<file path="src/rtl/pdc_map.svh">
// register offsets, field positions and reset values of the divider configuration block
`ifndef PDC_MAP_SVH
`define PDC_MAP_SVH

// register byte offsets
`define PDC_ADDR_SHARED_FAST   8'h19
`define PDC_ADDR_OUT1_UPPER    8'h1F
`define PDC_ADDR_OUT1_MIDDLE   8'h20
`define PDC_ADDR_OUT1_LOWER    8'h21
`define PDC_ADDR_OUT2_UPPER    8'h22
`define PDC_ADDR_OUT2_MIDDLE   8'h23
`define PDC_ADDR_OUT2_LOWER    8'h24
`define PDC_ADDR_FB_UPPER      8'h28
`define PDC_ADDR_FB_MIDDLE     8'h29
`define PDC_ADDR_FB_LOWER      8'h2A

// writable bit masks of the mixed registers
`define PDC_MASK_NIBBLE        8'h0F
`define PDC_MASK_FB_UPPER      8'hEF
`define PDC_MASK_SHARED_FAST   8'hE0

// field positions
`define PDC_FAST_MSB           7
`define PDC_FAST_LSB           5

// reset values
`define PDC_RST_SHARED_FAST    8'h20
`define PDC_RST_OUT1_UPPER     8'h00
`define PDC_RST_OUT1_MIDDLE    8'h00
`define PDC_RST_OUT1_LOWER     8'h31
`define PDC_RST_OUT2_UPPER     8'h00
`define PDC_RST_OUT2_MIDDLE    8'h00
`define PDC_RST_OUT2_LOWER     8'h31
`define PDC_RST_FB_UPPER       8'hC0
`define PDC_RST_FB_MIDDLE      8'h00
`define PDC_RST_FB_LOWER       8'hF9

// fast divider code offset: code 0 divides by 4
`define PDC_FAST_BASE          4'h4

`endif

</file>
<file path="src/rtl/pdc_pkg.sv">
// types shared by the divider configuration block
package pdc_pkg;

    // register access request from the serial interface front end
    typedef struct packed {
        logic       wrEn;
        logic [7:0] addr;
        logic [7:0] wrData;
    } pdc_req_t;

    // decoded divide ratios applied to the clock path
    typedef struct packed {
        logic [3:0]  sharedOutputFastDiv;
        logic [19:0] outOneSlowDiv;
        logic [19:0] outTwoSlowDiv;
        logic [3:0]  feedbackFastDiv;
        logic [20:0] feedbackSlowDiv;
    } pdc_ratio_t;

    // reload sequencing of the ratio outputs
    typedef enum logic [1:0] {
        PDC_IDLE = 2'b01,
        PDC_LOAD = 2'b10
    } pdc_state_t;

endpackage

</file>
<file path="src/rtl/pdc_divider_config.sv">
// divider ratio register bank and ratio decode of the clock multiplier
//
// Contract
// - output one ratio from three registers, nibble high
// - output two ratio from three registers, nibble high
// - feedback fast code bits 7:5 gives 4..11
// - feedback slow bits 19:16 and 15:8 placed
// - feedback slow field encodes odd and even ratios alike; the code takes any value v as ratio v+1
// - feedback slow low byte in following register
// - shared output fast code 000..111 gives 4..11
`timescale 1ns/1ps
`include "pdc_map.svh"

module pdc_divider_config (
    // clock, reset, enable
    input wire logic clk,
    input wire logic nrst,
    input wire logic clkEn,
    // register access from the serial interface front end
    input wire pdc_pkg::pdc_req_t req,
    output logic [7:0] rdData,
    output logic addrHit,
    // applied divide ratios
    output pdc_pkg::pdc_ratio_t ratio,
    output logic ratioUpdate
);
    import pdc_pkg::*;

    // ------------------------------------------------------------
    // register bank
    // ------------------------------------------------------------
    // shared output fast code, bits 7:5 only
    logic [7:0] sharedFast_q;
    logic [7:0] sharedFast_d;
    // output one ratio bytes: upper nibble, middle, lower
    logic [7:0] out1Up_q;
    logic [7:0] out1Up_d;
    logic [7:0] out1Mid_q;
    logic [7:0] out1Mid_d;
    logic [7:0] out1Lo_q;
    logic [7:0] out1Lo_d;
    // output two ratio bytes: upper nibble, middle, lower
    logic [7:0] out2Up_q;
    logic [7:0] out2Up_d;
    logic [7:0] out2Mid_q;
    logic [7:0] out2Mid_d;
    logic [7:0] out2Lo_q;
    logic [7:0] out2Lo_d;
    // feedback bytes: fast code with top nibble, middle, lower
    logic [7:0] fbUp_q;
    logic [7:0] fbUp_d;
    logic [7:0] fbMid_q;
    logic [7:0] fbMid_d;
    logic [7:0] fbLo_q;
    logic [7:0] fbLo_d;

    // writes merge through the writable mask so reserved bits keep zero
    // unmapped offsets fall through every branch and leave the bank untouched
    always_comb begin
        sharedFast_d = sharedFast_q;
        out1Up_d = out1Up_q;
        out1Mid_d = out1Mid_q;
        out1Lo_d = out1Lo_q;
        out2Up_d = out2Up_q;
        out2Mid_d = out2Mid_q;
        out2Lo_d = out2Lo_q;
        fbUp_d = fbUp_q;
        fbMid_d = fbMid_q;
        fbLo_d = fbLo_q;
        if (req.wrEn) begin
            if (req.addr == `PDC_ADDR_SHARED_FAST) begin
                sharedFast_d = req.wrData & `PDC_MASK_SHARED_FAST;
            end else if (req.addr == `PDC_ADDR_OUT1_UPPER) begin
                out1Up_d = req.wrData & `PDC_MASK_NIBBLE;
            end else if (req.addr == `PDC_ADDR_OUT1_MIDDLE) begin
                out1Mid_d = req.wrData;
            end else if (req.addr == `PDC_ADDR_OUT1_LOWER) begin
                out1Lo_d = req.wrData;
            end else if (req.addr == `PDC_ADDR_OUT2_UPPER) begin
                out2Up_d = req.wrData & `PDC_MASK_NIBBLE;
            end else if (req.addr == `PDC_ADDR_OUT2_MIDDLE) begin
                out2Mid_d = req.wrData;
            end else if (req.addr == `PDC_ADDR_OUT2_LOWER) begin
                out2Lo_d = req.wrData;
            end else if (req.addr == `PDC_ADDR_FB_UPPER) begin
                fbUp_d = req.wrData & `PDC_MASK_FB_UPPER;
            end else if (req.addr == `PDC_ADDR_FB_MIDDLE) begin
                fbMid_d = req.wrData;
            end else if (req.addr == `PDC_ADDR_FB_LOWER) begin
                fbLo_d = req.wrData;
            end
        end
    end

    // register storage, frozen while the clock enable is low
    // a write lands on an enabled edge and reads back from the next cycle on
    always_ff @(posedge clk or negedge nrst) begin
        if (!nrst) begin
            sharedFast_q <= `PDC_RST_SHARED_FAST;
            out1Up_q <= `PDC_RST_OUT1_UPPER;
            out1Mid_q <= `PDC_RST_OUT1_MIDDLE;
            out1Lo_q <= `PDC_RST_OUT1_LOWER;
            out2Up_q <= `PDC_RST_OUT2_UPPER;
            out2Mid_q <= `PDC_RST_OUT2_MIDDLE;
            out2Lo_q <= `PDC_RST_OUT2_LOWER;
            fbUp_q <= `PDC_RST_FB_UPPER;
            fbMid_q <= `PDC_RST_FB_MIDDLE;
            fbLo_q <= `PDC_RST_FB_LOWER;
        end else if (clkEn) begin
            sharedFast_q <= sharedFast_d;
            out1Up_q <= out1Up_d;
            out1Mid_q <= out1Mid_d;
            out1Lo_q <= out1Lo_d;
            out2Up_q <= out2Up_d;
            out2Mid_q <= out2Mid_d;
            out2Lo_q <= out2Lo_d;
            fbUp_q <= fbUp_d;
            fbMid_q <= fbMid_d;
            fbLo_q <= fbLo_d;
        end
    end

    // ------------------------------------------------------------
    // read path
    // ------------------------------------------------------------
    // combinational read; unmapped offsets read zero and drop addrHit
    // no wait states: the front end takes rdData in the cycle it shows the address
    always_comb begin
        rdData = 8'h00;
        addrHit = 1'b1;
        if (req.addr == `PDC_ADDR_SHARED_FAST) begin
            rdData = sharedFast_q;
        end else if (req.addr == `PDC_ADDR_OUT1_UPPER) begin
            rdData = out1Up_q;
        end else if (req.addr == `PDC_ADDR_OUT1_MIDDLE) begin
            rdData = out1Mid_q;
        end else if (req.addr == `PDC_ADDR_OUT1_LOWER) begin
            rdData = out1Lo_q;
        end else if (req.addr == `PDC_ADDR_OUT2_UPPER) begin
            rdData = out2Up_q;
        end else if (req.addr == `PDC_ADDR_OUT2_MIDDLE) begin
            rdData = out2Mid_q;
        end else if (req.addr == `PDC_ADDR_OUT2_LOWER) begin
            rdData = out2Lo_q;
        end else if (req.addr == `PDC_ADDR_FB_UPPER) begin
            rdData = fbUp_q;
        end else if (req.addr == `PDC_ADDR_FB_MIDDLE) begin
            rdData = fbMid_q;
        end else if (req.addr == `PDC_ADDR_FB_LOWER) begin
            rdData = fbLo_q;
        end else begin
            addrHit = 1'b0;
        end
    end

    // ------------------------------------------------------------
    // ratio decode and reload
    // ------------------------------------------------------------
    // combinational decode of the register bank
    pdc_ratio_t ratioNext;
    // ratios as applied to the clock path
    pdc_ratio_t ratio_q;
    pdc_ratio_t ratio_d;
    // reload sequencer and its load pulse
    pdc_state_t state_q;
    pdc_state_t state_d;
    logic update_q;
    logic update_d;

    // output slow ratios pass through raw: zero means divide by one, and the
    // zero-or-odd limit is left to software, nothing here rejects an even value
    // field assembly; feedback slow value v divides by v+1, so 1 gives 2
    always_comb begin
        ratioNext.sharedOutputFastDiv = `PDC_FAST_BASE + {1'b0, sharedFast_q[`PDC_FAST_MSB:`PDC_FAST_LSB]};
        ratioNext.outOneSlowDiv = {out1Up_q[3:0], out1Mid_q, out1Lo_q};
        ratioNext.outTwoSlowDiv = {out2Up_q[3:0], out2Mid_q, out2Lo_q};
        ratioNext.feedbackFastDiv = `PDC_FAST_BASE + {1'b0, fbUp_q[`PDC_FAST_MSB:`PDC_FAST_LSB]};
        ratioNext.feedbackSlowDiv = {1'b0, fbUp_q[3:0], fbMid_q, fbLo_q} + 21'h000001;
    end

    // a change in any field loads the ratios two cycles later and pulses ratioUpdate,
    // so the clock path sees changes only on load edges, a half-written multi-byte value included
    // a write that lands during the load cycle differs again and starts a further load
    always_comb begin
        state_d = state_q;
        ratio_d = ratio_q;
        update_d = 1'b0;
        case (state_q)
            PDC_IDLE: begin
                if (ratioNext != ratio_q) begin
                    state_d = PDC_LOAD;
                end
            end
            PDC_LOAD: begin
                ratio_d = ratioNext;
                update_d = 1'b1;
                state_d = PDC_IDLE;
            end
            default: begin
                state_d = PDC_IDLE;
            end
        endcase
    end

    // ratio registers; they hold zero in reset, and the first load after release
    // pulses ratioUpdate, which tells the clock path when the settings are live
    always_ff @(posedge clk or negedge nrst) begin
        if (!nrst) begin
            state_q <= PDC_IDLE;
            ratio_q <= '0;
            update_q <= 1'b0;
        end else if (clkEn) begin
            state_q <= state_d;
            ratio_q <= ratio_d;
            update_q <= update_d;
        end
    end

    // ------------------------------------------------------------
    // outputs
    // ------------------------------------------------------------
    // both straight from flip-flops, so the clock path sees no decode glitches
    assign ratio = ratio_q;
    assign ratioUpdate = update_q;

endmodule

</file>
<file path="config.mk">
export PLATFORM = sky130hd
export DESIGN_NAME = pdc_divider_config
export DESIGN_NICKNAME = d
export VERILOG_FILES = /design/src/rtl/pdc_pkg.sv /design/src/rtl/pdc_divider_config.sv
export VERILOG_INCLUDE_DIRS = /design/src /design/src/rtl
export SDC_FILE = /design/constraint.sdc
export NUM_CORES = 1
export LEC_CHECK = 0
export BUFFER_PORTS_ARGS = -buffer_cell sky130_fd_sc_hd__buf_2
export CORE_ASPECT_RATIO = 2
export CORE_MARGIN = 2
export CORE_UTILIZATION = 55
export DETAILED_ROUTE_END_ITERATION = 6
export MAX_ROUTING_LAYER = met4
export PLACE_DENSITY = 0.88
export SKIP_CTS_REPAIR_TIMING = 1
export SLEW_MARGIN = 20
export SYNTH_ARGS = -nofsm -noshare
export SYNTH_HDL_FRONTEND = slang
export SYNTH_SLANG_ARGS = --single-unit
</file>
<file path="constraint.sdc">
create_clock -name clk -period 7.9 [get_ports clk]
set_input_delay 0.79 -clock clk [delete_from_list [all_inputs] [get_ports clk]]
set_output_delay 0.79 -clock clk [all_outputs]
set_load 0.01 [all_outputs]
</file>
=== After elaboration in Yosys (flattened, before gate mapping) ===
Cells that the tools add are included.

* Register bits: 138
* Logic and storage cells: 78

* Add/sub/neg operators: 3
* Equality and inequality tests: 14
* Mux-type cells: 23
* Bitwise logic cells: 9
* Reductions and logical operators: 12

{| class="wikitable"
|+ Operators by type and width
! kind !! number
|-
| 8-bit 2-to-1 mux || 10
|-
| 69-bit inequality test || 1
|-
| 8-bit by 6-bit equality test with 1-bit output (second input constant) || 8
|-
| 20-bit by 1-bit adder with 21-bit output (second input constant) || 1
|-
| 8-bit by 5-bit equality test with 1-bit output (second input constant) || 2
|-
| 12-bit AND reduction || 1
|-
| 1-bit 2-to-1 mux || 11
|-
| 11-bit AND reduction || 1
|-
| 10-bit AND reduction || 1
|-
| 1-bit inverter || 9
|-
| 9-bit AND reduction || 1
|-
| 3-bit by 3-bit adder with 4-bit output (first input constant) || 2
|-
| 8-bit AND reduction || 1
|-
| 7-bit AND reduction || 1
|-
| 6-bit AND reduction || 1
|-
| 5-bit AND reduction || 1
|-
| 2-bit 2-to-1 mux || 2
|-
| 2-bit AND reduction || 2
|-
| 4-bit AND reduction || 1
|-
| 3-bit AND reduction || 1
|-
| 2-bit by 1-bit equality test with 1-bit output (second input constant) || 1
|-
| 2-bit equality test (second input constant) || 1
|-
| 2-bit inequality test (second input constant) || 1
|}

=== Logic depth before layout (Yosys ltp) ===
Gate-level depths: netlist of the first run.

* Depth in word-level cells: 11
* Mapped depth: 10
* Mapped depth without buffers: 8

=== Worst setup path before layout of the first run ===
No wires, ideal clock.

* Kind: input port to output port
* Start point: in req[15] in the netlist's numbering
* End point: out rdData[2]
* Arrival time: 2,637 ps
* Data required time: 7,110 ps
* Path slack: 4,473 ps
* Stages: 7
* Cells stage by stage: or4b_2 -> nor3_2 -> buf_2 -> o211ai_1 -> o21ai_0 -> a21oi_1 -> o31ai_1

* Cells in the longest elaborated chain, start to end: 11
* Elaborated cells on any way between the ends: 20
* Those cells by class: eq/ne (10); mux (10)

{| class="wikitable"
|+ Ends and longest elaborated chain
! element !! RTL line !! RTL
|-
| start: declaration || pdc_divider_config.sv:20 || <nowiki>input wire pdc_pkg::pdc_req_t req,</nowiki>
|-
| 8-bit by 6-bit equality test with 1-bit output (no source line) || - ||
|-
| 8-bit 2-to-1 mux || pdc_divider_config.sv:149 || <nowiki>end else if (req.addr == `PDC_ADDR_FB_LOWER) begin</nowiki>
|-
| 8-bit 2-to-1 mux || pdc_divider_config.sv:147 || <nowiki>end else if (req.addr == `PDC_ADDR_FB_MIDDLE) begin</nowiki>
|-
| 8-bit 2-to-1 mux || pdc_divider_config.sv:145 || <nowiki>end else if (req.addr == `PDC_ADDR_FB_UPPER) begin</nowiki>
|-
| 8-bit 2-to-1 mux || pdc_divider_config.sv:143 || <nowiki>end else if (req.addr == `PDC_ADDR_OUT2_LOWER) begin</nowiki>
|-
| 8-bit 2-to-1 mux || pdc_divider_config.sv:141 || <nowiki>end else if (req.addr == `PDC_ADDR_OUT2_MIDDLE) begin</nowiki>
|-
| 8-bit 2-to-1 mux || pdc_divider_config.sv:139 || <nowiki>end else if (req.addr == `PDC_ADDR_OUT2_UPPER) begin</nowiki>
|-
| 8-bit 2-to-1 mux || pdc_divider_config.sv:137 || <nowiki>end else if (req.addr == `PDC_ADDR_OUT1_LOWER) begin</nowiki>
|-
| 8-bit 2-to-1 mux || pdc_divider_config.sv:135 || <nowiki>end else if (req.addr == `PDC_ADDR_OUT1_MIDDLE) begin</nowiki>
|-
| 8-bit 2-to-1 mux || pdc_divider_config.sv:133 || <nowiki>end else if (req.addr == `PDC_ADDR_OUT1_UPPER) begin</nowiki>
|-
| 8-bit 2-to-1 mux (*) || pdc_divider_config.sv:131 || <nowiki>if (req.addr == `PDC_ADDR_SHARED_FAST) begin</nowiki>
|-
| end: declaration || pdc_divider_config.sv:21 || <nowiki>output logic [7:0] rdData,</nowiki>
|}

Every way passes the cells marked *; elsewhere a longest branch is shown, timed or not.

=== Worst setup path in the final report of the first run ===
Same ends and word-level chain as after synthesis.

==> results of run 1 <==
[power breakdown]
group / leakage (nW) / switching, mW / internal, mW / total [mW]
Clock: 0.303 / 0.318 / 0.532 / 0.850
Sequential: 1.85 / 0.0618 / 0.765 / 0.826
Combinational: 1.96 / 0.187 / 0.147 / 0.334
[cell usage in the layout, fill, tap and decap left out, drive strengths merged, types with 11 or more instances in the layout]
| master | Yosys | routed |
|---|---|---|
| nor4 | 13 | 13 |
| nand4 | 20 | 20 |
| dfstp | 16 | 16 |
| clkbuf | 22 | 19 |
| a21oi | 11 | 11 |
| mux2 | 114 | 114 |
| buf | 20 | 101 |
| nand3 | 27 | 27 |
| xor2 | 17 | 17 |
| o21ai | 40 | 40 |
| nand2 | 52 | 52 |
| dfrtp | 122 | 122 |
| xnor2 | 58 | 58 |
| inv | 9 | 13 |
| nor2 | 25 | 25 |
[metrics by stage]
| stage | util | cells | hold WS, ns |
|---|---|---|---|
| 3_3_place_gp | 0.598 | 884 | 0.491 |
| 5_1_grt | 0.644 | 916 | 0.401 |
| 2_1_floorplan | - | 670 | 0.483 |
| 4_1_cts | 0.644 | 916 | 0.383 |
| 3_5_place_dp | 0.598 | 884 | 0.506 |
| 6_report | 0.644 | 916 | 0.346 |
[final cells by class]
cell class / instances / area [um2] / area share
Multi-Input combinational cell: 481 / 3820 / 0.441
Sequential cell: 138 / 3470 / 0.401
Timing Repair Buffer: 101 / 519 / 0.0600
Clock buffer: 19 / 433 / 0.0500
Tap cell: 155 / 194 / 0.0224
Clock inverter: 13 / 190 / 0.0220
Inverter: 9 / 33.8 / 0.00390
[cell families after synthesis]
family | Yosys count | synth area share
AND/OR/NAND/NOR | 184 | 0.139
flip-flops | 138 | 0.462
multiplexers | 122 | 0.187
AO/OA/AOI/OAI | 95 | 0.0795
XOR/XNOR | 79 | 0.0996
buffers and inverters | 51 | 0.0313
adder cells (fa/ha/maj) | 1 | 0.00166
[critical path, cell delays in order]
cell      delay [ns]
buf_2           0.11
or4b_2          0.72
nor3_2          0.75
o211ai_1        0.19
o21ai_0         0.12
a21oi_1         0.08
o31ai_1         0.39
buf_2           0.21
[routing by layer]
layer,global-route usage,vias up,wire length (um)
li1,-,2565,-
met1,0.315,2910,7180
met2,0.505,238,11000
met3,0.0520,102,865
met4,0.215,0,1740
met5,-,-,0
[worst paths after layout]
kind | to | slack (ns) | from
worst min-delay path | ratio[8]$_DFFE_PN0P_ | 0.35 | nrst
worst max register to register | state_q[1]$_DFFE_PN0P_ | 4.46 | fbLo_q[0]$_DFFE_PN1P_
min in group clk | state_q[0]$_DFFE_PN1P_ | 0.51 | state_q[0]$_DFFE_PN1P_
max in group asynchronous | ratio[65]$_DFFE_PN0P_ | 6.18 | nrst
worst max-delay path | rdData[2] | 3.73 | req[15]
worst min register to register | state_q[0]$_DFFE_PN1P_ | 0.51 | state_q[0]$_DFFE_PN1P_
[registers in the layout (all words and copies together), names as in the netlist]
signal / flops
out1Lo_q: 8
fbMid_q: 8
out2Mid_q: 8
out2Lo_q: 8
ratio: 69
ratioUpdate: 1
fbLo_q: 8
out1Mid_q: 8
sharedFast_q: 3
out1Up_q: 4
out2Up_q: 4
fbUp_q: 7
state_q: 2
==> summary.md, run 1 <==
| Metric | Value |
|---|---|
| Row count | `60` |
| Worst path arrival time | `3.38 ns` |
| CTS Sinks | `between 100 and 150` |
| Final Instance Area | `8660 um2` |
| Hold violation total from the final report | `0` |
| Status | `finished clean` |
| Port Buffers | `98` |
| RSZ-0062 raised after global routing | `no` |
| Max Cap Viol | `0` |
| Synth warn | `0` |
| Netlist cell types | `approximately 60` |
| First-pass DRT Iterations | `5` |
| Vias per cell | `about 6.3` |
| Final setup violation count | `0` |
| Synth top area share | `0.406` |
| Gate Count Post-Synth | `670` |
| Yosys reg bits | `about 140` |
| # IOs | `99` |
| DRT iter0 DRCs | `~330` |
| Post-DP Area | `~8000 um2` |
| Leading area contributor after synthesis | `dfrtp_1` |
| Slew headroom | `0.361` |
| Startpoint types | `primary input` |
| Die height | `169 um` |
| Grt ovf | `0` |
| Seq/Total Area, Yosys | `0.462` |
| Synth-to-Final Area Change | `15.1%` |
| Post-synth top cells | `dfrtp_1 (122), mux2_2 (102), xnor2_1 (58)` |
| LEAKAGE | `around 4.1 nW` |
| Least-Margin Pin Slew | `0.954 ns` |
| Most frequent cell after synthesis | `dfrtp_1` |
| CTS root buf | `clkbuf_16` |
| Via count | `5815` |
| Share of flip-flops with an asynchronous set or reset | `1.00` |
| Drt wl/cell | `22.7 um` |
| Die ar. | `~15000 um2` |
| Setup ws final | `roughly 3.7 ns` |
| Syn Nets | `between 600 and 700` |
| CP Max Fanout | `15` |
| CTS buffer count | `17` |
| Vias in the first global route | `5754` |
| Starting Density | `0.560` |
| Worst Path Required | `between 7 and 8 ns` |
| Final Cycle Share | `0.527` |
| # diodes | `0` |
| Post-DP HPWL | `between 15000 and 20000 um` |
| CTS tree | `built` |
| Remaining DRCs | `0` |
| Register-to-Register Path Depth | `7` |
| Max Slew Vio Count | `0` |
| Post-Syn Area | `approximately 7500 um2` |
| Pre-CTS setup slack | `around 3.8 ns` |
| Tot Pwr | `a little over 2 mW` |
| Routed Antenna Nets | `0` |
| Fillers | `1009` |
| Hold Path Class | `primary input to asynchronous set/reset pin` |
| TNS Setup | `0 ns` |
| Tot GR Track Use | `0.303` |
| Top post-synthesis cells by area | `dfrtp_1 (41%), mux2_2 (15%), xnor2_1 (6.8%)` |
| EDFF count, synth | `0` |
| Max clock buf depth | `2` |
| Min Tclk post-route | `roughly 4.2 ns` |
| Depth of the CTS H-tree | `4` |
| DRT Wirelength | `around 21000 um` |
| First-pass GRT wire length | `around 32000 um` |
| Fmax | `roughly 240 MHz` |
| Syn Area/Cell | `11.2 um2` |
| Routability-driven placement congestion ratio | `1.03` |
| Commonest register cell after synthesis | `dfrtp_1` |
| Clock-pin slew on the worst setup and hold paths | `about 0.060 ns` |
| Pwr Density | `232 nW/um2` |
| Peak VDD IR | `between 200 and 250 uV` |
| Clk_lat worst skew | `between 0.4 and 0.5 ns` |
| Layout cell share with drive strength beyond 1 | `0.367` |
| Crit path kind | `primary input to output port` |
| Antenna violations before repair | `0` |
| Final setup skew | `0.00985 ns` |
| Net count, final | `769` |
| CP Capture Type | `output port` |
| Die Width | `86.7 um` |
| Core area | `13400 um2` |
| Largest net degree at the start of global routing | `72` |
No activity file was read; power rests on OpenSTA's default activity.
==> run 2, diff against run 1 <==
clock period = 4 ns   (was 7.9 ns; I/O delays follow)
==> run 2 against run 1 <==
- highest routed layer unchanged
- die area unchanged
- largest power group is now registers
- combinational power up 99%
- count of clock-buffer cells in the layout up 3
- sequential share of layout area up 0.081 points
- via count down 2.5%
- worst hold slack worse by 0.32 ns
- global-route usage up 0.67 points
==> summary.md, run 2 (synthesized netlist as in run 1, its figures left out) <==
| Metric | Value |
|---|---|
| Status | `finished clean` |
| Final setup violation count | `0` |
| Tot Pwr | `between 3 and 4 mW` |
| First-pass DRT Iterations | `5` |
| DRT Wirelength | `approximately 21000 um` |
| Clk pwr share | `0.403` |
| Port Buffers | `98` |
| RSZ-0062 raised after global routing | `no` |
| Core area | `around 13000 um2` |
| Row count | `60` |
| Setup ws final | `0.872 ns` |
| Synth-to-Final Area Change | `14.8%` |
| Startpoint types | `flip-flop` |
| CP max stage cell | `dfstp_2` |
| CTS Sinks | `~140` |
| Worst path arrival time | `about 3.4 ns` |
| Clk_lat worst skew | `about 0.42 ns` |
| Max stage delay on crit path | `0.62 ns` |
| Final setup skew | `between 0.009 and 0.01 ns` |
| Cell-internal power | `2.75 mW` |
| Worst Path Required | `4.30 ns` |
| Final Instance Area | `about 8600 um2` |
| Grt ovf | `0` |
| Least-Margin Pin Slew | `around 0.8 ns` |
| CTS tree | `built` |
| Hold violation total from the final report | `0` |
| Part of the power in registers | `0.424` |
| Max Cap Viol | `0` |
| Via count | `5667` |
| Post-DP Area | `between 8000 and 9000 um2` |
| Max Slew Vio Count | `0` |
| Die Width | `86.7 um` |
| # IOs | `99` |
| Antenna violations before repair | `0` |
| P_sw | `about 1.1 mW` |
| LEAKAGE | `approximately 4.1 nW` |
| Multi-input logic area | `3820 um2` |
| Max clock buf depth | `2` |
| Pre-CTS setup slack | `0.908 ns` |
| Worst hold margin | `between 0.02 and 0.03 ns` |
| Peak VDD IR | `354 uV` |
| Post-DP HPWL | `15600 um` |
| Largest net degree at the start of global routing | `86` |
| Clock-pin slew on the worst setup and hold paths | `0.06 ns` |
| Routed Antenna Nets | `0` |
| CP Capture Type | `flip-flop` |
| Min Tclk post-route | `3.13 ns` |
| Routability-driven placement congestion ratio | `0.983` |
| Hold Path Class | `primary input to asynchronous set/reset pin` |
| Depth of the CTS H-tree | `4` |
| Max FFs per register | `roughly 70` |
| Most frequent cells in the layout | `dfrtp_1 (122), mux2_2 (102), buf_2 (97)` |
| Tot GR Track Use | `0.309` |
| Cell Chain, Critical Path | `ha_1, nand4_1, nor4_1, nand3_1, xor3_1, nor4bb_1, a41oi_1, mux2_2` |
| Die ar. | `around 15000 um2` |
| Crit path kind | `flip-flop to flip-flop` |
| # diodes | `0` |
| Die height | `between 150 and 200 um` |
| Fillers | `roughly 1000` |
| Sw frac | `0.285` |
| Final Cycle Share | `0.782` |
| CTS buffer count | `17` |
| Reg2reg setup slack | `between 0.8 and 0.9 ns` |
| Register area | `approximately 3500 um2` |
| Slew headroom | `0.478` |
| TNS Setup | `0 ns` |
| Vias in the first global route | `~5800` |
| Commonest non-fill, non-tap cell in the layout | `dfrtp_1` |
| First-pass GRT wire length | `32500 um` |
| Drt wl/cell | `about 23 um` |
| Fmax | `320 MHz` |
| Net count, final | `772` |
| CTS root buf | `clkbuf_16` |
| Layout cell share with drive strength beyond 1 | `0.368` |
| Combinational share of power | `0.173` |
| DRT iter0 DRCs | `305` |
| CP Max Fanout | `9` |
| Starting Density | `0.560` |
| Pwr Density | `between 400 and 500 nW/um2` |
| Vias per cell | `6.17` |
| Remaining DRCs | `0` |
-- run 2: cell types whose count changed in the layout (fill, tap and decap cells not counted), sizes merged --
cell	previous run	this run
clkbuf	19	22
bufinv	4	2
buf	101	104
clkinvlp	1	3
inv	13	10
-- run 2: critical path, delay by kind of cell (launching register included) --
kind                     cells  cell delay (ns)
AND/OR/NAND/NOR              4             1.37
flip-flops                   1             0.62
multiplexers                 1             0.30
adder cells (fa/ha/maj)      1             0.28
XOR/XNOR                     1             0.24
AO/OA/AOI/OAI                1             0.20
-- run 2: power by group through the flow --
stage | Clock (mW) | Sequential (mW) | Combinational, mW
after floorplan | 0 | 1.65 | 0.384
after global placement | 0 | 1.65 | 0.655
after detailed placement | 0 | 1.65 | 0.667
after CTS | 1.56 | 1.63 | 0.671
after global routing | 1.63 | 1.65 | 0.720
final | 1.55 | 1.63 | 0.665
-- run 2: path summary, 6_finish.rpt --
path | start | endpoint | cells after the start
min reg2reg | state_q[0]$_DFFE_PN1P_ | state_q[0]$_DFFE_PN1P_ | 2
min in group clk | clkEn | state_q[0]$_DFFE_PN1P_ | 3
max | fbLo_q[0]$_DFFE_PN1P_ | state_q[1]$_DFFE_PN0P_ | 8
max reg2reg | fbLo_q[0]$_DFFE_PN1P_ | state_q[1]$_DFFE_PN0P_ | 8
max in group asynchronous | nrst | out2Lo_q[4]$_DFFE_PN1P_ | 2
min | nrst | ratio[4]$_DFFE_PN0P_ | 1
-- run 2: cell type report --
cell class / instances / share of cell area
Multi-Input combinational cell: 481 / 0.442
Tap cell: 155 / 0.0224
Timing Repair Buffer: 104 / 0.0627
Clock inverter: 10 / 0.0138
Sequential cell: 138 / 0.402
Clock buffer: 22 / 0.0537
Inverter: 9 / 0.00391
-- run 2: routing by layer --
layer / global-route usage / vias up / wire [um]
met5: - / - / 0
met4: 0.209 / 0 / 1650
met3: 0.0525 / 87 / 782
met2: 0.525 / 210 / 11400
met1: 0.320 / 2789 / 7220
li1: - / 2581 / -
-- run 2: per-stage QoR --
stage,std cells,util
2_1_floorplan,670,-
3_3_place_gp,887,0.600
3_5_place_dp,887,0.600
4_1_cts,919,0.643
5_1_grt,919,0.643
6_report,919,0.643
